File: src/timer_pkg.sv
// Package holding register map, field layout, reset values and types of the capture/compare timer.
package timer_pkg;

   localparam int unsigned COUNT_WIDTH = 16;
   localparam logic [15:0] COUNT_ALL_ONES = 16'hffff;

   // Byte addresses of the registers on the AXI4-Lite bus.
   localparam logic [7:0] ADDR_CONTROL_STATUS = 8'h00;
   localparam logic [7:0] ADDR_FREE_COUNT = 8'h04;
   localparam logic [7:0] ADDR_COMPARE_VALUE = 8'h08;
   localparam logic [7:0] ADDR_CAPTURED_COUNT = 8'h0c;
   localparam logic [7:0] ADDR_IRQ_STATUS = 8'h10;
   localparam logic [7:0] ADDR_IRQ_MASK = 8'h14;
   localparam logic [7:0] ADDR_PIN_CONTROL = 8'h18;
   localparam logic [7:0] ADDR_VECTOR = 8'h1c;

   // Control and status field positions.
   localparam int unsigned BIT_CAPTURE_FLAG = 7;
   localparam int unsigned BIT_MATCH_FLAG = 6;
   localparam int unsigned BIT_WRAP_FLAG = 5;
   localparam int unsigned BIT_CAPTURE_IRQ_ENABLE = 4;
   localparam int unsigned BIT_MATCH_IRQ_ENABLE = 3;
   localparam int unsigned BIT_WRAP_IRQ_ENABLE = 2;
   localparam int unsigned BIT_CAPTURE_EDGE_SELECT = 1;
   localparam int unsigned BIT_MATCH_OUTPUT_LEVEL = 0;

   // Event status and mask field positions.
   localparam int unsigned EVT_CAPTURE = 0;
   localparam int unsigned EVT_MATCH = 1;
   localparam int unsigned EVT_WRAP = 2;

   // Reset values.
   localparam logic [4:0] CONTROL_RESET = 5'h00;
   localparam logic [15:0] COMPARE_RESET = 16'hffff;
   localparam logic [15:0] COUNT_RESET = 16'h0000;
   localparam logic [2:0] MASK_RESET = 3'h0;

   // Vector codes, highest priority first.
   localparam logic [1:0] VECTOR_NONE = 2'h0;
   localparam logic [1:0] VECTOR_CAPTURE = 2'h1;
   localparam logic [1:0] VECTOR_MATCH = 2'h2;
   localparam logic [1:0] VECTOR_WRAP = 2'h3;

   localparam logic [1:0] RESP_OKAY = 2'h0;
   localparam logic [1:0] RESP_SLVERR = 2'h2;

   // Event flags carried together.
   typedef struct packed
   {
      logic wrap;
      logic match;
      logic capture;
   } event_type;

   // Software controls of the timer.
   typedef struct packed
   {
      logic capture_irq_enable;
      logic match_irq_enable;
      logic wrap_irq_enable;
      logic capture_edge_select;
      logic match_output_level;
   } control_type;

endpackage

File: src/capture_compare_timer.sv
// Free-running 16-bit capture/compare timer with an AXI4-Lite register slave.
//
// Chosen here: the placing of the registers and the AXI4-Lite slave port.
`timescale 1ns/1ps

module capture_compare_timer
(
   input wire logic aclk,
   input wire logic aresetn,
   input wire logic [7:0] s_axi_awaddr,
   input wire logic s_axi_awvalid,
   output logic s_axi_awready,
   input wire logic [31:0] s_axi_wdata,
   input wire logic [3:0] s_axi_wstrb,
   input wire logic s_axi_wvalid,
   output logic s_axi_wready,
   output logic [1:0] s_axi_bresp,
   output logic s_axi_bvalid,
   input wire logic s_axi_bready,
   input wire logic [7:0] s_axi_araddr,
   input wire logic s_axi_arvalid,
   output logic s_axi_arready,
   output logic [31:0] s_axi_rdata,
   output logic [1:0] s_axi_rresp,
   output logic s_axi_rvalid,
   input wire logic s_axi_rready,
   input wire logic capture_pin,
   output logic match_pin_out,
   output logic match_pin_oe,
   output logic [2:0] timer_irq_request,
   output logic [1:0] timer_irq_vector,
   output logic irq
);

   ////////////////////////////////////////////////////////////////////////////////
   // Declarations.

   logic [15:0] free_count;
   logic [15:0] compare_value;
   logic [15:0] captured_count;
   timer_pkg::control_type control;
   timer_pkg::event_type flags;
   timer_pkg::event_type next_event;
   logic [2:0] irq_status;
   logic [2:0] irq_mask;
   logic match_direction_out;
   logic match_latch;
   logic capture_sync_first;
   logic capture_sync;
   logic capture_prev;
   logic edge_seen;
   logic status_read_armed;
   timer_pkg::event_type clear_armed;
   logic [7:0] aw_addr_held;
   logic aw_held;
   logic [31:0] w_data_held;
   logic [3:0] w_strb_held;
   logic w_held;
   logic write_fire;
   logic read_fire;
   timer_pkg::event_type clear_now;
   logic [31:0] next_rdata;
   logic next_rresp_bad;

   function automatic logic known_address(input logic [7:0] addr);
      known_address = (addr[1:0] == 2'h0) && (addr <= timer_pkg::ADDR_VECTOR);
   endfunction

   ////////////////////////////////////////////////////////////////////////////////
   // Free-running counter.

   always_ff @(posedge aclk)
   begin
      if (!aresetn)
         free_count <= timer_pkg::COUNT_RESET;
      else
         free_count <= free_count + 16'h0001;
   end

   ////////////////////////////////////////////////////////////////////////////////
   // Capture input path.

   always_ff @(posedge aclk)
   begin
      if (!aresetn)
      begin
         capture_sync_first <= 1'b0;
         capture_sync <= 1'b0;
         capture_prev <= 1'b0;
      end
      else
      begin
         capture_sync_first <= capture_pin;
         capture_sync <= capture_sync_first;
         capture_prev <= capture_sync;
      end
   end

   assign edge_seen = control.capture_edge_select ? (capture_sync && !capture_prev)
                                                  : (!capture_sync && capture_prev);

   always_ff @(posedge aclk)
   begin
      if (!aresetn)
         captured_count <= timer_pkg::COUNT_RESET;
      else if (edge_seen)
         captured_count <= free_count;
   end

   ////////////////////////////////////////////////////////////////////////////////
   // Events and flags.

   always_comb
   begin
      next_event.capture = edge_seen;
      next_event.match = (compare_value == free_count);
      next_event.wrap = (free_count == timer_pkg::COUNT_ALL_ONES);
   end

   always_ff @(posedge aclk)
   begin
      if (!aresetn)
         flags <= '0;
      else
         flags <= next_event | (flags & ~clear_now);
   end

   always_ff @(posedge aclk)
   begin
      if (!aresetn)
         match_latch <= 1'b0;
      else if (next_event.match)
         match_latch <= control.match_output_level;
   end

   assign match_pin_out = match_latch;
   assign match_pin_oe = match_direction_out;

   assign timer_irq_request = {flags.wrap && control.wrap_irq_enable,
                               flags.match && control.match_irq_enable,
                               flags.capture && control.capture_irq_enable};

   always_comb
   begin
      if (timer_irq_request[timer_pkg::EVT_CAPTURE])
         timer_irq_vector = timer_pkg::VECTOR_CAPTURE;
      else if (timer_irq_request[timer_pkg::EVT_MATCH])
         timer_irq_vector = timer_pkg::VECTOR_MATCH;
      else if (timer_irq_request[timer_pkg::EVT_WRAP])
         timer_irq_vector = timer_pkg::VECTOR_WRAP;
      else
         timer_irq_vector = timer_pkg::VECTOR_NONE;
   end

   // Sticky interrupt status, write one to clear, set wins.
   always_ff @(posedge aclk)
   begin
      if (!aresetn)
         irq_status <= 3'h0;
      else if (write_fire && aw_addr_held == timer_pkg::ADDR_IRQ_STATUS && w_strb_held[0])
         irq_status <= next_event | (irq_status & ~w_data_held[2:0]);
      else
         irq_status <= next_event | irq_status;
   end

   assign irq = |(irq_status & irq_mask);

   ////////////////////////////////////////////////////////////////////////////////
   // Flag clearing sequence.

   always_ff @(posedge aclk)
   begin
      if (!aresetn)
      begin
         status_read_armed <= 1'b0;
         clear_armed <= '0;
      end
      else if (read_fire && s_axi_araddr == timer_pkg::ADDR_CONTROL_STATUS)
      begin
         status_read_armed <= 1'b1;
         clear_armed <= flags;
      end
   end

   always_comb
   begin
      clear_now = '0;
      if (status_read_armed)
      begin
         if (read_fire && s_axi_araddr == timer_pkg::ADDR_CAPTURED_COUNT)
            clear_now.capture = clear_armed.capture;
         if (write_fire && aw_addr_held == timer_pkg::ADDR_COMPARE_VALUE)
            clear_now.match = clear_armed.match;
         if (read_fire && s_axi_araddr == timer_pkg::ADDR_FREE_COUNT)
            clear_now.wrap = clear_armed.wrap;
      end
   end

   ////////////////////////////////////////////////////////////////////////////////
   // AXI4-Lite write channel.

   assign s_axi_awready = !aw_held && !s_axi_bvalid;
   assign s_axi_wready = !w_held && !s_axi_bvalid;
   assign write_fire = aw_held && w_held && !s_axi_bvalid;

   always_ff @(posedge aclk)
   begin
      if (!aresetn)
      begin
         aw_held <= 1'b0;
         w_held <= 1'b0;
         aw_addr_held <= 8'h00;
         w_data_held <= 32'h0000_0000;
         w_strb_held <= 4'h0;
         s_axi_bvalid <= 1'b0;
         s_axi_bresp <= timer_pkg::RESP_OKAY;
      end
      else
      begin
         if (s_axi_awvalid && s_axi_awready)
         begin
            aw_held <= 1'b1;
            aw_addr_held <= s_axi_awaddr;
         end
         if (s_axi_wvalid && s_axi_wready)
         begin
            w_held <= 1'b1;
            w_data_held <= s_axi_wdata;
            w_strb_held <= s_axi_wstrb;
         end
         if (write_fire)
         begin
            aw_held <= 1'b0;
            w_held <= 1'b0;
            s_axi_bvalid <= 1'b1;
            s_axi_bresp <= known_address(aw_addr_held) ? timer_pkg::RESP_OKAY
                                                       : timer_pkg::RESP_SLVERR;
         end
         else if (s_axi_bvalid && s_axi_bready)
            s_axi_bvalid <= 1'b0;
      end
   end

   // Writable registers.
   always_ff @(posedge aclk)
   begin
      if (!aresetn)
      begin
         control <= timer_pkg::CONTROL_RESET;
         compare_value <= timer_pkg::COMPARE_RESET;
         irq_mask <= timer_pkg::MASK_RESET;
         match_direction_out <= 1'b0;
      end
      else if (write_fire)
      begin
         case (aw_addr_held)
            timer_pkg::ADDR_CONTROL_STATUS:
               if (w_strb_held[0])
                  control <= w_data_held[4:0];
            timer_pkg::ADDR_COMPARE_VALUE:
            begin
               if (w_strb_held[0])
                  compare_value[7:0] <= w_data_held[7:0];
               if (w_strb_held[1])
                  compare_value[15:8] <= w_data_held[15:8];
            end
            timer_pkg::ADDR_IRQ_MASK:
               if (w_strb_held[0])
                  irq_mask <= w_data_held[2:0];
            timer_pkg::ADDR_PIN_CONTROL:
               if (w_strb_held[0])
                  match_direction_out <= w_data_held[0];
            default:
               ;
         endcase
      end
   end

   ////////////////////////////////////////////////////////////////////////////////
   // AXI4-Lite read channel.

   assign s_axi_arready = !s_axi_rvalid;
   assign read_fire = s_axi_arvalid && s_axi_arready;

   always_comb
   begin
      next_rdata = 32'h0000_0000;
      next_rresp_bad = 1'b0;
      case (s_axi_araddr)
         timer_pkg::ADDR_CONTROL_STATUS:
            next_rdata[7:0] = {flags.capture, flags.match, flags.wrap, control};
         timer_pkg::ADDR_FREE_COUNT:
            next_rdata[15:0] = free_count;
         timer_pkg::ADDR_COMPARE_VALUE:
            next_rdata[15:0] = compare_value;
         timer_pkg::ADDR_CAPTURED_COUNT:
            next_rdata[15:0] = captured_count;
         timer_pkg::ADDR_IRQ_STATUS:
            next_rdata[2:0] = irq_status;
         timer_pkg::ADDR_IRQ_MASK:
            next_rdata[2:0] = irq_mask;
         timer_pkg::ADDR_PIN_CONTROL:
            next_rdata[0] = match_direction_out;
         timer_pkg::ADDR_VECTOR:
            next_rdata[1:0] = timer_irq_vector;
         default:
            next_rresp_bad = 1'b1;
      endcase
   end

   always_ff @(posedge aclk)
   begin
      if (!aresetn)
      begin
         s_axi_rvalid <= 1'b0;
         s_axi_rdata <= 32'h0000_0000;
         s_axi_rresp <= timer_pkg::RESP_OKAY;
      end
      else if (read_fire)
      begin
         s_axi_rvalid <= 1'b1;
         s_axi_rdata <= next_rdata;
         s_axi_rresp <= next_rresp_bad ? timer_pkg::RESP_SLVERR : timer_pkg::RESP_OKAY;
      end
      else if (s_axi_rvalid && s_axi_rready)
         s_axi_rvalid <= 1'b0;
   end

   ////////////////////////////////////////////////////////////////////////////////
   // Assertions.

   property p_count_step;
      @(posedge aclk) disable iff (!aresetn)
      $past(aresetn) |-> free_count == $past(free_count) + 16'h0001;
   endproperty
   a_count_step: assert property (p_count_step) else $error("Count did not step.");

   property p_wrap_set;
      @(posedge aclk) disable iff (!aresetn)
      free_count == timer_pkg::COUNT_ALL_ONES |=> flags.wrap;
   endproperty
   a_wrap_set: assert property (p_wrap_set) else $error("Wrap flag not set.");

   property p_capture_copy;
      @(posedge aclk) disable iff (!aresetn)
      edge_seen |=> captured_count == $past(free_count) && flags.capture;
   endproperty
   a_capture_copy: assert property (p_capture_copy) else $error("Capture failed.");

   property p_rise_edge;
      @(posedge aclk) disable iff (!aresetn)
      edge_seen == (control.capture_edge_select ? $rose(capture_sync) : $fell(capture_sync));
   endproperty
   a_rise_edge: assert property (p_rise_edge) else $error("Rising edge missed.");

   property p_capture_flag_cause;
      @(posedge aclk) disable iff (!aresetn)
      $rose(flags.capture) |-> $past(edge_seen);
   endproperty
   a_capture_flag_cause: assert property (p_capture_flag_cause) else $error("Stray capture.");

   property p_match_set;
      @(posedge aclk) disable iff (!aresetn)
      compare_value == free_count |=> flags.match;
   endproperty
   a_match_set: assert property (p_match_set) else $error("Match flag not set.");

   property p_latch_level;
      @(posedge aclk) disable iff (!aresetn)
      next_event.match |=> match_latch == $past(control.match_output_level);
   endproperty
   a_latch_level: assert property (p_latch_level) else $error("Latch level wrong.");

   property p_pin_enable;
      @(posedge aclk) disable iff (!aresetn)
      write_fire && aw_addr_held == timer_pkg::ADDR_PIN_CONTROL && w_strb_held[0]
         |=> match_pin_oe == $past(w_data_held[0]) && match_pin_out == match_latch;
   endproperty
   a_pin_enable: assert property (p_pin_enable) else $error("Pin drive wrong.");

   property p_request_gate;
      @(posedge aclk) disable iff (!aresetn)
      timer_irq_request[0] == (flags.capture && control.capture_irq_enable);
   endproperty
   a_request_gate: assert property (p_request_gate) else $error("Request gate wrong.");

   property p_priority;
      @(posedge aclk) disable iff (!aresetn)
      timer_irq_request[0] |-> timer_irq_vector == timer_pkg::VECTOR_CAPTURE;
   endproperty
   a_priority: assert property (p_priority) else $error("Priority wrong.");

endmodule

File: config.mk
export PLATFORM = sky130hd
export DESIGN_NAME = capture_compare_timer
export DESIGN_NICKNAME = d
export VERILOG_FILES = /design/src/timer_pkg.sv /design/src/capture_compare_timer.sv
export SDC_FILE = /design/constraint.sdc
export NUM_CORES = 1
export LEC_CHECK = 0
export BUFFER_PORTS_ARGS = -buffer_cell sky130_fd_sc_hd__buf_2
export CORE_AREA = 3 3 93 117
export DETAILED_ROUTE_END_ITERATION = 8
export DIE_AREA = 0 0 96 120
export GPL_TIMING_DRIVEN = 1
export PLACE_DENSITY = 0.76
export RECOVER_POWER = 100
export SYNTH_ARGS = -nofsm -noshare
export SYNTH_HDL_FRONTEND = slang
export SYNTH_SLANG_ARGS = --single-unit
export TNS_END_PERCENT = 30
File: constraint.sdc
create_clock -name aclk -period 2.3 [get_ports aclk]
set_input_delay 0.115 -clock aclk [delete_from_list [all_inputs] [get_ports aclk]]
set_output_delay 0.115 -clock aclk [all_outputs]
set_load 0.03 [all_outputs]
==> impl_metrics.py <==
metrics = {
    "synth": {
        "ys_seq_elements": 119,
        "syn_avg_cell_area_um2": 8.86,
        "synth_cell_type_count": 56,
        "synth_area_um2": 5360,
        "seq_area_frac_synth": 0.445,
        "syn-instance-count": 605,
        "async_reset_ff_frac": 0,
        "dominantRegCellSynth": "dfxtp_1",
        "yosysWarnings": 0,
        "synth_enable_flop_cells": 0,
    },
    "min_path": {
        "hold_class": "primary input to flip-flop",
        "hold_start": "s_axi_araddr[7]",
    },
    "clock_tree": {
        "clkSinkCount": 119,
        "cts_tree": "built",
        "numCtsBuffers": 17,
        "post_cts_buffers": 0,
        "cts_buffer_depth": 2,
        "cts_max_level": 4,
        "clk_pin_slew_ns": 0.05,
        "clk_latency_ns": 0.41,
        "clk_root_buffer_cell": "clkbuf_16",
    },
    "power_and_ir_drop": {
        "max-vdd-ir-drop_mv": 0.564,
        "power.density_nw_per_um2": 766,
        "p_leak_nw": 2.45,
    },
    "timing": {
        "grt_setup_unrepaired": "false",
        "clock.fmax_mhz": 466,
        "fin_crit_ns": 2.14,
        "fin_crit_sh": 0.932,
        "finalHoldViolations": 0,
        "worstMarginPinSlew_ns": 0.918,
        "slew_viol_final": 0,
        "slew_headroom": 0.383,
        "finalSetupTns_ns": 0,
        "fin_skew_ns": 0.00682,
        "holdWs_ns": 0.137,
        "setup-violations-final": 0,
    },
    "cells_and_area": {
        "final_area_um2": 6520,
        "drive_gt1_frac": 0.152,
        "syn_to_final_growth_pct": 21.7,
        "nets": 757,
        "antennaDiodeCount": 0,
        "fill_cells": 831,
    },
    "route": {
        "totalWireLength_um": 13000,
        "drcViolationCount": 0,
        "drtIter0Drc": 177,
        "first_pass_iters": 5,
        "wire_per_inst_um": 15.5,
        "dr_total_vias": 4573,
        "antenna_left": 0,
        "via_per_inst": 5.46,
    },
    "global_routing": {
        "grt_pass1_wl_um": 20800,
        "antenna_found_initial": 0,
        "grt_max_degree": 58,
        "overflow": 0,
        "gr-usage-all-layers": 0.235,
        "grt_pass1_vias": 4432,
    },
    "critical_path": {
        "start_kind": "flip-flop",
        "max_stage_delay_ns": 0.64,
        "path_class": "flip-flop to flip-flop",
        "crit_chain": "or4_1 > or4_4 > nor3_4 > mux2i_1",
        "crit_start": "aw_addr_held[0]$_SDFFE_PN0P_",
        "crit_family": "simple AND/OR/NAND/NOR gates",
        "worstPathRequired_ns": 2.64,
        "critical_path_arrival_ns": 2.48,
        "cp_max_fo": 6,
        "path_buf_inv": 0,
        "crit_path_top_delay_cell": "or4_1",
        "end_kind": "flip-flop",
        "timing.rr.start": "aw_addr_held[0]$_SDFFE_PN0P_",
    },
    "place": {
        "port_buffers": 72,
        "routabilityCongestion": 0.892,
        "placed_cell_area_um2": 5750,
        "dp_hpwl_um": 8910,
    },
    "die": {
        "start_util": 0.536,
        "die_x_um": 96,
        "pin_count": 109,
        "die_y_um": 120,
        "coreArea_um2": 10000,
        "rows": 41,
        "die_area_um2": 11500,
    },
    "outcome": {
        "run_status": "completed",
    },
    "flow_run": {
        "cap_violations": 0,
    },
}
[per-layer routing]
metal | part of all wire | vias to the layer above | routed length [µm] | GRT usage
met2 | 0.51 | 147 | 6600 | 0.390
met5 | 0 | - | 0 | 0
met4 | 0.028 | 0 | 369 | 0.117
met3 | 0.058 | 35 | 747 | 0.0639
met1 | 0.41 | 2127 | 5260 | 0.272
li1 | - | 2264 | - | -
[repair_timing]
action	CTS	global route
endpoints found under the hold margin	29	0
gates resized for setup	0	0
hold buffers	29	0
[cells by family after synthesis]
group,Yosys count,share of synthesized area
mux,48,0.108
xor+xnor,25,0.0409
compound gates,99,0.117
flops,119,0.445
fa+ha+maj,1,0.00233
simple gates,236,0.216
buf+inv,76,0.0710
other cells,1,0.000700
[tightest hold or removal path: stages]
cell	delay, ns
buf_2	0.07
or4_4	0.13
nor2_1	0.08
nor2_1	0.11
[worst paths after layout]
| check | end | slack, ns | depth (start not counted) |
|---|---|---|---|
| worst max-delay path | control[2]$_SDFFE_PN0P_ | 0.16 | 4 |
| worst min-delay path | s_axi_rresp[1]$_SDFFE_PN0N_ | 0.14 | 4 |
| worst max register to register | control[2]$_SDFFE_PN0P_ | 0.16 | 4 |
| worst min register to register | capture_sync$_SDFF_PN0_ | 0.44 | 1 |
[registers in the layout (all words and copies together), names as in the netlist]
| register | count |
|---|---|
| aw_addr_held | 8 |
| irq_mask | 3 |
| s_axi_rvalid | 1 |
| w_data_held | 16 |
| flags | 3 |
| match_pin_oe | 1 |
| w_strb_held | 2 |
| capture_sync | 1 |
| clear_armed | 3 |
| captured_count | 16 |
| control | 5 |
| s_axi_rdata | 16 |
| status_read_armed | 1 |
| w_held | 1 |
| free_count | 16 |
| irq_status | 3 |
| match_pin_out | 1 |
| s_axi_rresp | 1 |
| s_axi_bresp | 1 |
| s_axi_bvalid | 1 |
| capture_sync_first | 1 |
| capture_prev | 1 |
| aw_held | 1 |
| compare_value | 16 |
[layout by cell type (no fill, tap or decap), types with 3 or more instances in the layout]
cell           count
dfxtp_1          119
nand2_1           83
nor2_1            52
buf_2             42
a21oi_1           35
clkbuf_1          34
mux2i_1           33
nand3_1           31
dlygate4sd3_1     29
o21ai_0           22
xor2_1            19
conb_1            18
clkbuf_16         17
inv_1             15
nor4_1            12
o211ai_1          10
a22oi_1            9
buf_4              9
and2_0             8
mux2_2             8
a2bb2oi_1          8
nand2b_1           7
mux4_2             7
nand4_1            6
or3_1              6
xnor2_1            6
clkinv_2           6
a32o_1             5
clkinvlp_4         5
nor2b_1            4
nor3_1             4
and2_1             3
nand3b_1           3
nand4b_1           3
[cell usage after synthesis (2+ instances only)]
library cell | count | area share
a22oi_1 | 9 | 0.013
a31oi_1 | 2 | 0.0023
nor3_1 | 4 | 0.0037
nor2_1 | 52 | 0.036
buf_4 | 19 | 0.027
buf_2 | 4 | 0.0037
inv_1 | 15 | 0.011
nand3b_1 | 3 | 0.0042
a32o_1 | 5 | 0.0093
and4_1 | 2 | 0.0033
or3_1 | 6 | 0.0070
clkbuf_1 | 28 | 0.020
nor2b_1 | 4 | 0.0047
nand4_1 | 6 | 0.0070
mux2i_1 | 33 | 0.062
mux4_2 | 7 | 0.029
nand3_1 | 31 | 0.029
xor2_1 | 19 | 0.031
nand4b_1 | 3 | 0.0049
nand2b_1 | 7 | 0.0082
o21ai_0 | 22 | 0.021
mux2_2 | 8 | 0.017
dfxtp_1 | 119 | 0.44
nand2_1 | 83 | 0.058
or4_4 | 2 | 0.0042
nor4_1 | 11 | 0.013
o211ai_1 | 10 | 0.014
buf_1 | 6 | 0.0042
nor4_2 | 2 | 0.0047
a2bb2oi_1 | 8 | 0.013
a21oi_1 | 35 | 0.033
and2_1 | 10 | 0.012
o31ai_1 | 2 | 0.0028
xnor2_1 | 6 | 0.0098
[metrics by stage]
step	cells	power, mW	utilization	setup slack [ns]
6_report	838	5.00	0.652	0.155
3_3_place_gp	777	2.56	0.574	0.215
4_1_cts	838	5.02	0.658	0.156
2_1_floorplan	622	2.49	-	0.300
5_1_grt	838	5.16	0.652	0.0356
3_5_place_dp	777	2.58	0.574	0.166
[final cells by class]
cell class | instances | area (µm²) | share of cell area
tap | 129 | 161 | 0.0247
sequential | 119 | 2380 | 0.365
clock buffer | 19 | 443 | 0.0679
clock inverter | 13 | 106 | 0.0163
inverter | 16 | 60.1 | 0.00921
multi-input combinational | 427 | 2650 | 0.407
timing repair buffer | 115 | 717 | 0.110
[report_power, final]
part / internal (mW) / switching [mW] / total (mW)
Combinational: 0.158 / 0.253 / 0.411
Clock: 1.50 / 0.930 / 2.43
Sequential: 2.11 / 0.0461 / 2.16
Power figures use the tool's default switching activity.
